===== config.mk =====
export PLATFORM = sky130hd
export DESIGN_NAME = adc_conversion_sequencer
export DESIGN_NICKNAME = d
export VERILOG_FILES = /design/src/pkg/adc_seq_pkg.sv /design/src/core/adc_trigger_level.sv /design/src/core/adc_conversion_sequencer.sv
export SDC_FILE = /design/constraint.sdc
export NUM_CORES = 1
export LEC_CHECK = 0
export ABC_AREA = 0
export BUFFER_PORTS_ARGS = -buffer_cell sky130_fd_sc_hd__buf_4
export CORE_AREA = 2 2 140 142
export DETAILED_ROUTE_END_ITERATION = 10
export DIE_AREA = 0 0 142 144
export PLACE_DENSITY = 0.68
export SLEW_MARGIN = 0
export SYNTH_ARGS = -nofsm -noshare
export SYNTH_HDL_FRONTEND = slang
export SYNTH_SLANG_ARGS = --single-unit
export TNS_END_PERCENT = 10

===== constraint.sdc =====
create_clock -name i_clk -period 2.6 [get_ports i_clk]
set_input_delay 0.13 -clock i_clk [delete_from_list [all_inputs] [get_ports i_clk]]
set_output_delay 0.13 -clock i_clk [all_outputs]
set_load 0.005 [all_outputs]

===== src/pkg/adc_seq_pkg.sv =====
// constants for the conversion sequencer
//
// Operation
// - single mode converts on an internal tick of about 125 ns, 117 to 133; the code ticks every 3 clocks of 50 ns, 150 ns.
// - single mode data available within pipeline plus trigger based delay bound.
// - trigger levels 1,4,8,14 for one input; 2,4,8,12 for two inputs.
// - trigger equal to channel count gives pipeline latency plus n periods.
// - continuous mode first data available comes 7 plus trigger clocks after reset.
// - continuous mode starts a conversion on each conversion clock falling edge.
// - single mode when control bit 1 is one.
// - start falling edge holds all selected inputs together and starts conversion.
// - single mode timed by oscillator, continuous by external conversion clock.
// - data available fires once written samples reach the trigger level.
// - each result is 12 bits from four 1-bit and four 2-bit stages.
// - pipeline takes a new sample while seven stages hold older samples; the code has seven stages, six holding older samples.
// - external reference limits used only when reference select is external.
// - host programs selected inputs and single-ended or differential use.
// - continuous mode when bit 1 is zero; one value per clock rising edge.
// - data available is an active low pulse per trigger.
package adc_seq_pkg;
   // register map (word addresses, byte address is four times)
   localparam logic [1:0] ADDR_CTRL = 2'h0;
   localparam logic [1:0] ADDR_STATUS = 2'h1;
   localparam logic [1:0] ADDR_COUNT = 2'h2;
   // control field positions
   localparam int BIT_FIFO_RST = 0;
   localparam int BIT_SINGLE = 1;
   localparam int BIT_TRIG_LO = 2;
   localparam int BIT_TRIG_HI = 3;
   localparam int BIT_CH0 = 4;
   localparam int BIT_CH1 = 5;
   localparam int BIT_DIFF = 6;
   localparam int BIT_EXTREF = 7;
   localparam logic [7:0] CTRL_RESET = 8'h02;
   // timing in ns and clock
   localparam int CLK_NS = 50;
   localparam int OSC_NS = 125;
   localparam int OSC_MIN_NS = 117;
   localparam int OSC_MAX_NS = 133;
   // tick period rounds the nominal to the nearest whole clock; min/max are not applied
   localparam int OSC_CYC = (OSC_NS + CLK_NS / 2) / CLK_NS;
   localparam int PIPE_STAGES = 8;
   localparam int PIPE_LAT = 7;
   // single mode taps the pipeline early so a result leaves on the 4th tick
   localparam int SGL_LAT = 3;
   localparam int RES_BITS = 12;
   localparam int PULSE_CYC = 1;
   typedef enum logic [1:0] {ST_IDLE, ST_CONV} conv_state_t;
endpackage


===== src/core/adc_trigger_level.sv =====
// trigger level decode from selects and channel count
`timescale 1ns/1ps
module adc_trigger_level (
   input wire logic i_trig_lo,
   input wire logic i_trig_hi,
   input wire logic i_two_ch,
   output logic [3:0] o_level
);
   // level table per channel count
   always_comb begin
      unique case ({i_trig_hi, i_trig_lo})
         2'b00: o_level = i_two_ch ? 4'hC : 4'hE;
         2'b01: o_level = 4'h4;
         2'b10: o_level = 4'h8;
         2'b11: o_level = i_two_ch ? 4'h2 : 4'h1;
      endcase
   end
endmodule // adc_trigger_level


===== src/core/adc_conversion_sequencer.sv =====
// conversion sequencer with avalon register slave
//
// The Avalon-MM register port and the address map were decided locally.
`timescale 1ns/1ps
module adc_conversion_sequencer #(
   parameter int OSC_CYCLES = adc_seq_pkg::OSC_CYC
) (
   input wire logic i_clk,
   input wire logic i_rst_n,
   input wire logic [1:0] i_address,
   input wire logic i_read,
   input wire logic i_write,
   input wire logic [31:0] i_writedata,
   output logic [31:0] o_readdata,
   output logic o_waitrequest,
   input wire logic i_conversion_start_pulse,
   input wire logic i_external_conversion_clock,
   input wire logic [11:0] i_sample_ch0,
   input wire logic [11:0] i_sample_ch1,
   output logic o_hold,
   output logic o_data_available_out_n,
   output logic o_wr_valid,
   output logic [11:0] o_wr_data,
   output logic o_wr_channel,
   output logic o_use_ext_ref,
   output logic o_differential,
   output logic [1:0] o_ch_enable,
   output logic o_osc_run
);
   localparam int PIPE_W = adc_seq_pkg::PIPE_LAT;
   localparam int SGL_W = adc_seq_pkg::SGL_LAT;

   // tick counter is two bits; at 50 ns the nearest tick is three clocks
   if (OSC_CYCLES < 1 || OSC_CYCLES > 4 ||
       SGL_W < 2 || SGL_W > PIPE_W) begin : g_bad_param
      $error("oscillator period or pipeline tap out of range");
   end

   logic [7:0] ctrl;
   logic [2:0] start_sync;
   logic [2:0] cclk_sync;
   logic start_lvl;
   logic cclk_lvl;
   logic start_fall;
   logic cclk_fall;
   logic cclk_rise;
   logic single_mode;
   logic two_ch;
   logic [3:0] level;
   logic [3:0] fill;
   logic first_done;
   logic [11:0] held0;
   logic [11:0] held1;
   logic push_v;
   logic [1:0] osc_cnt;
   logic osc_tick;
   adc_seq_pkg::conv_state_t state;
   logic [1:0] ch_left;
   logic [PIPE_W-1:0] pipe_v;
   logic [PIPE_W-1:0] pipe_c;
   logic [11:0] pipe_d [PIPE_W];
   logic conv_step;
   logic in_chan;
   logic [11:0] in_data;
   logic fifo_rst;
   logic [1:0] wait_cnt;

   assign single_mode = ctrl[adc_seq_pkg::BIT_SINGLE];
   assign two_ch = ctrl[adc_seq_pkg::BIT_CH0] & ctrl[adc_seq_pkg::BIT_CH1];
   assign fifo_rst = i_write && !o_waitrequest &&
      i_address == adc_seq_pkg::ADDR_CTRL &&
      i_writedata[adc_seq_pkg::BIT_FIFO_RST];

   // trigger level lookup
   adc_trigger_level u_level (
      .i_trig_lo(ctrl[adc_seq_pkg::BIT_TRIG_LO]),
      .i_trig_hi(ctrl[adc_seq_pkg::BIT_TRIG_HI]),
      .i_two_ch(two_ch),
      .o_level(level)
   );

   // pin synchronisers, change counts when stages two and three agree
   always_ff @(posedge i_clk or negedge i_rst_n) begin
      if (!i_rst_n) begin
         start_sync <= 3'h7;
         cclk_sync <= 3'h0;
         start_lvl <= 1'b1;
         cclk_lvl <= 1'b0;
      end else begin
         start_sync <= {start_sync[1:0], i_conversion_start_pulse};
         cclk_sync <= {cclk_sync[1:0], i_external_conversion_clock};
         if (start_sync[1] == start_sync[2])
            start_lvl <= start_sync[2];
         if (cclk_sync[1] == cclk_sync[2])
            cclk_lvl <= cclk_sync[2];
      end
   end
   assign start_fall = start_lvl && start_sync[1] == start_sync[2] &&
      !start_sync[2];
   assign cclk_fall = cclk_lvl && cclk_sync[1] == cclk_sync[2] &&
      !cclk_sync[2];
   assign cclk_rise = !cclk_lvl && cclk_sync[1] == cclk_sync[2] &&
      cclk_sync[2];

   // avalon slave: one wait cycle then answer
   always_ff @(posedge i_clk or negedge i_rst_n) begin
      if (!i_rst_n) begin
         o_waitrequest <= 1'b1;
         wait_cnt <= 2'h0;
      end else if ((i_read || i_write) && o_waitrequest &&
                   wait_cnt == 2'h0) begin
         o_waitrequest <= 1'b0;
         wait_cnt <= 2'h1;
      end else begin
         o_waitrequest <= 1'b1;
         wait_cnt <= 2'h0;
      end
   end

   // control register, reset bit is self clearing
   always_ff @(posedge i_clk or negedge i_rst_n) begin
      if (!i_rst_n) begin
         ctrl <= adc_seq_pkg::CTRL_RESET;
      end else if (i_write && !o_waitrequest &&
                   i_address == adc_seq_pkg::ADDR_CTRL) begin
         ctrl <= i_writedata[7:0] & 8'hFE;
      end
   end

   // read data mux, unmapped reads as zero
   always_ff @(posedge i_clk or negedge i_rst_n) begin
      if (!i_rst_n) begin
         o_readdata <= 32'h0;
      end else if (i_read && o_waitrequest && wait_cnt == 2'h0) begin
         unique case (i_address)
            adc_seq_pkg::ADDR_CTRL: o_readdata <= {24'h0, ctrl};
            adc_seq_pkg::ADDR_STATUS:
               o_readdata <= {26'h0, first_done, o_osc_run, level};
            adc_seq_pkg::ADDR_COUNT: o_readdata <= {28'h0, fill};
            default: o_readdata <= 32'h0;
         endcase
      end
   end

   // configuration outputs
   always_ff @(posedge i_clk or negedge i_rst_n) begin
      if (!i_rst_n) begin
         o_use_ext_ref <= 1'b0;
         o_differential <= 1'b0;
         o_ch_enable <= 2'h0;
      end else begin
         o_use_ext_ref <= ctrl[adc_seq_pkg::BIT_EXTREF];
         o_differential <= ctrl[adc_seq_pkg::BIT_DIFF];
         o_ch_enable <= {ctrl[adc_seq_pkg::BIT_CH1],
            ctrl[adc_seq_pkg::BIT_CH0]};
      end
   end

   // internal oscillator runs only during a single conversion
   always_ff @(posedge i_clk or negedge i_rst_n) begin
      if (!i_rst_n) begin
         osc_cnt <= 2'h0;
      end else if (state == adc_seq_pkg::ST_IDLE) begin
         osc_cnt <= 2'h0;
      end else if (osc_cnt == 2'(OSC_CYCLES - 1)) begin
         osc_cnt <= 2'h0;
      end else begin
         osc_cnt <= osc_cnt + 2'h1;
      end
   end
   assign osc_tick = state == adc_seq_pkg::ST_CONV &&
      osc_cnt == 2'(OSC_CYCLES - 1);

   // single conversion: start holds both inputs at once, then the
   // oscillator feeds one channel per tick and runs on until the short
   // path is empty, so back to back starts overlap in the pipeline
   always_ff @(posedge i_clk or negedge i_rst_n) begin
      if (!i_rst_n) begin
         state <= adc_seq_pkg::ST_IDLE;
         ch_left <= 2'h0;
         o_hold <= 1'b0;
         o_osc_run <= 1'b0;
         held0 <= 12'h0;
         held1 <= 12'h0;
      end else begin
         o_osc_run <= state == adc_seq_pkg::ST_CONV;
         if (!single_mode) begin
            state <= adc_seq_pkg::ST_IDLE;
            ch_left <= 2'h0;
            o_hold <= 1'b0;
         end else if (start_fall && ch_left == 2'h0) begin
            state <= adc_seq_pkg::ST_CONV;
            o_hold <= 1'b1;
            held0 <= i_sample_ch0;
            held1 <= i_sample_ch1;
            ch_left <= two_ch ? 2'h2 : 2'h1;
         end else if (osc_tick) begin
            if (ch_left != 2'h0)
               ch_left <= ch_left - 2'h1;
            if (ch_left <= 2'h1)
               o_hold <= 1'b0;
            if (ch_left == 2'h0 && pipe_v[SGL_W-2:0] == '0)
               state <= adc_seq_pkg::ST_IDLE;
         end
      end
   end

   // conversion step source per mode, bubbles once the channels are in
   assign conv_step = single_mode ? osc_tick : cclk_fall;
   assign push_v = single_mode ? ch_left != 2'h0 : 1'b1;
   assign in_chan = single_mode ? (two_ch && ch_left == 2'h1) : 1'b0;
   assign in_data = !single_mode ? i_sample_ch0 : (in_chan ? held1 : held0);

   // pipeline: new sample enters while six older move on
   always_ff @(posedge i_clk or negedge i_rst_n) begin
      if (!i_rst_n) begin
         pipe_v <= '0;
         pipe_c <= '0;
         for (int i = 0; i < PIPE_W; i++)
            pipe_d[i] <= 12'h0;
      end else if (fifo_rst) begin
         pipe_v <= '0;
      end else if (conv_step) begin
         pipe_v <= {pipe_v[PIPE_W-2:0], push_v};
         pipe_c <= {pipe_c[PIPE_W-2:0], in_chan};
         pipe_d[0] <= in_data;
         for (int i = 1; i < PIPE_W; i++)
            pipe_d[i] <= pipe_d[i-1];
      end
   end

   // fifo write strobe: rising conv clock or oscillator tick
   always_ff @(posedge i_clk or negedge i_rst_n) begin
      if (!i_rst_n) begin
         o_wr_valid <= 1'b0;
         o_wr_data <= 12'h0;
         o_wr_channel <= 1'b0;
      end else begin
         if (single_mode) begin
            o_wr_valid <= osc_tick && pipe_v[SGL_W-1];
            o_wr_data <= pipe_d[SGL_W-1];
            o_wr_channel <= pipe_c[SGL_W-1];
         end else begin
            o_wr_valid <= cclk_rise && pipe_v[PIPE_W-1];
            o_wr_data <= pipe_d[PIPE_W-1];
            o_wr_channel <= pipe_c[PIPE_W-1];
         end
      end
   end

   // fill count toward trigger level, pulse active low on reach
   always_ff @(posedge i_clk or negedge i_rst_n) begin
      if (!i_rst_n) begin
         fill <= 4'h0;
         o_data_available_out_n <= 1'b1;
         first_done <= 1'b0;
      end else if (fifo_rst) begin
         fill <= 4'h0;
         o_data_available_out_n <= 1'b1;
         first_done <= 1'b0;
      end else begin
         o_data_available_out_n <= 1'b1;
         if (o_wr_valid) begin
            if (fill + 4'h1 >= level) begin
               fill <= 4'h0;
               o_data_available_out_n <= 1'b0;
               first_done <= 1'b1;
            end else begin
               fill <= fill + 4'h1;
            end
         end
      end
   end
endmodule // adc_conversion_sequencer


==> flow_summary.json <==
{
  "outcome": "complete, no violations",
  "hold_ws_ns": 0.0974,
  "cp_top_family": "simple AND/OR/NAND/NOR gates",
  "syn_avg_cell_area_um2": 14.2,
  "synth_edf_count": 0,
  "wl_met1_um": 6160,
  "fill_cells": 1628,
  "clockBufferDepth": 2,
  "ys.flop_type": "dfrtp_1",
  "finalHoldViolations": 0,
  "met3_length_um": 416,
  "powerDensity_nw_per_um2": 1020,
  "globalRouteTotalUtil": 0.139,
  "ys.warnings.count": 0,
  "die_w_um": 142,
  "nets": 705,
  "synth_area_um2": 7460,
  "grt_pass1_vias": 4481,
  "core_area_um2": 19100,
  "netlist_instances": 525,
  "clock_sinks": 178,
  "drt_wl_total_um": 13300,
  "maxSlewHeadroom": 0.544,
  "io_buffers": 69,
  "finalInstanceArea_um2": 9120,
  "path_buf_inv": 1,
  "worstSetupEndpointType": "flip-flop",
  "fin_crit_ns": 2.25,
  "cts_made_buffers": 17,
  "cts_tree": "built",
  "slowest_delay_ns": 0.52,
  "grt_max_degree": 76,
  "initial_core_util": 0.391,
  "cp_data_required_time_ns": 2.93,
  "worstSetupPathType": "reg -> reg",
  "cp_cell_sequence": "nand2_1, nand3_1, inv_1, ha_1, nand2b_1, a2111oi_2, nor3b_1, nor4_1",
  "async_flop_share": 1.00,
  "post-route-period-util": 0.867,
  "setup_violations": 0,
  "io_pins": 118,
  "p_leak_uw": 0.00456,
  "synth_area_leaders": "dfrtp_1 57%, mux2_2 13%, mux2_4 6.0%",
  "yosysTopAreaCell": "dfrtp_1",
  "hold_path.class": "in -> reg",
  "placed_area_um2": 8140,
  "place_congestion": 0.740,
  "clk_pin_slew_ns": 0.07,
  "cts.repair.resized": 0,
  "fmax_mhz": 444,
  "top_layer": "met4",
  "num_rows": 51,
  "netlist.area_leader.share": 0.574,
  "wl_met2_um": 6420,
  "drive_gt1_frac": 0.371,
  "reg2regPathDepth": 8,
  "synthDistinctLibCells": 48,
  "die_area_um2": 20400,
  "antenna_cells": 0,
  "grt-ovfl-total": 0,
  "avgRoutedWirePerCell_um": 15.0,
  "ys_seq_elements": 178,
  "place.detailed.hpwl_um": 8900,
  "timing.critical_path.from": "ctrl[4]",
  "clk_latency_ns": 0.42,
  "yosysMostFrequentCell": "dfrtp_1",
  "drc": 0,
  "cp_max_fo": 6,
  "start_kind": "flip-flop",
  "vias": 4290,
  "ir_drop_mv": 0.561,
  "drtPass1Iterations": 4,
  "critPathSlowestCell": "a2111oi_2",
  "cts_max_level": 4,
  "synthTopCellsByCount": "171 x dfrtp_1, 87 x mux2_2, 30 x mux2_4",
  "tightest_slew_ns": 0.684,
  "syn2layout_area_growth_pct": 22.3,
  "finClkSkew_ns": 0.00866,
  "ant_nets": 0,
  "rsz0062_at_grt": "no",
  "crit_cells": 8,
  "die_h_um": 144,
  "cp_data_arrival_time_ns": 2.58,
  "viasPerCell": 4.85,
  "tns_ns": 0,
  "crit_end": "fill[2]",
  "drt_first_iter_violations": 181,
  "r2r_slack_ns": 0.35,
  "maxCapViolCount": 0,
  "cts_root_buffer": "clkbuf_16",
  "maxSlewViolCount": 0,
  "regToRegStartpoint": "ctrl[4]",
  "yosysSeqAreaShare": 0.598,
  "antenna_found_initial": 0,
  "r2r-end": "fill[2]",
  "grt_pass1_wl_um": 22400
}
==> timing repair <==
| action | CTS | global route |
|---|---|---|
| hold buffers | 38 | 0 |
| endpoints found under the hold margin | 104 | 0 |
| buffers inserted | 0 | 0 |
==> registers in the layout, summed over array words and instances, names as in the netlist, 2 cells and up <==
| register | flops |
|---|---|
| o_wr_data | 12 |
| ch_left | 2 |
| fill | 4 |
| pipe_v | 7 |
| osc_cnt | 2 |
| ctrl | 7 |
| pipe_d | 84 |
| pipe_c | 7 |
| o_ch_enable | 2 |
| o_readdata | 8 |
| held0 | 12 |
| start_sync | 3 |
| cclk_sync | 3 |
| held1 | 12 |
==> where the power goes <==
group | switching, uW | internal, uW
registers | 630 | 3780
clock network | 1090 | 1530
logic | 914 | 1350
==> routing by layer <==
metal	track usage	vias up
li1	-	2023
met1	0.183	2174
met2	0.223	76
met3	0.0325	17
met4	0.0595	0
met5	0	-
==> area by class of cell <==
class                      instances  area (um^2)  share of cell area
clock inverter                    14          176              0.0193
sequential                       178         4460               0.489
timing repair buffer             118          997               0.109
clock buffer                      18          429              0.0470
multi-input combinational        314         2740               0.300
inverter                           5         18.8             0.00206
tap                              238          298              0.0326
==> per-stage QoR <==
stage / util / std cells / setup WS [ns] / total power [uW]
after floorplan: - / 548 / 0.656 / 5870
after global placement: 0.427 / 815 / 0.437 / 6540
after detailed placement: 0.427 / 815 / 0.355 / 6700
after CTS: 0.478 / 885 / 0.333 / 9410
after global routing: 0.478 / 885 / 0.152 / 9850
final: 0.478 / 885 / 0.346 / 9290
==> tightest hold or removal path: cells and delay by family <==
family,cells,cell delay (ns)
buffers and inverters,1,0.15
AOI/OAI and AO/OA,2,0.20
==> cells in the final DEF (no fill, tap or decap), types with 3 or more instances in the layout <==
cell	Yosys	layout
mux2_2	87	87
a21oi_1	10	10
nand2_1	22	22
mux2i_1	21	21
dfrtp_1	171	171
nand3_1	4	4
a21o_1	12	12
nor2_1	22	22
inv_1	5	5
a211oi_1	13	13
mux2_4	30	30
conb_1	1	24
clkinv_2	0	3
dfstp_2	7	7
bufinv_16	0	3
ha_1	7	7
o21ai_0	15	15
dlygate4sd3_1	0	38
buf_4	24	78
o31ai_1	4	4
nand2b_1	5	5
mux2_1	4	4
clkbuf_16	0	17
o22a_1	4	4
clkinvlp_4	0	3
==> logic make-up after synthesis <==
| family | share of synthesized area |
|---|---|
| xor+xnor | 0.00352 |
| compound gates | 0.0599 |
| simple gates | 0.0500 |
| flops | 0.598 |
| buf+inv | 0.0475 |
| other cells | 0.000503 |
| mux | 0.226 |
| fa+ha+maj | 0.0144 |
==> worst min-delay path by stage <==
| stage | slack [ns] | depth (start not counted) | endpoint | start |
|---|---|---|---|---|
| 5_1_grt | 0.1 | 3 | o_readdata[2] | i_address[0] |
| 6_report | 0.1 | 3 | o_readdata[1] | i_address[0] |
| 4_1_cts | 0.08 | 3 | o_readdata[0] | i_address[0] |
| 3_5_place_dp | 0.19 | 1 | cclk_sync[0] | i_rst_n |
| 3_3_place_gp | 0.17 | 1 | cclk_sync[0] | i_rst_n |
| 2_1_floorplan | -0.17 | 0 | cclk_lvl | i_rst_n |
Note: power is estimated with default switching activity, not from simulation.
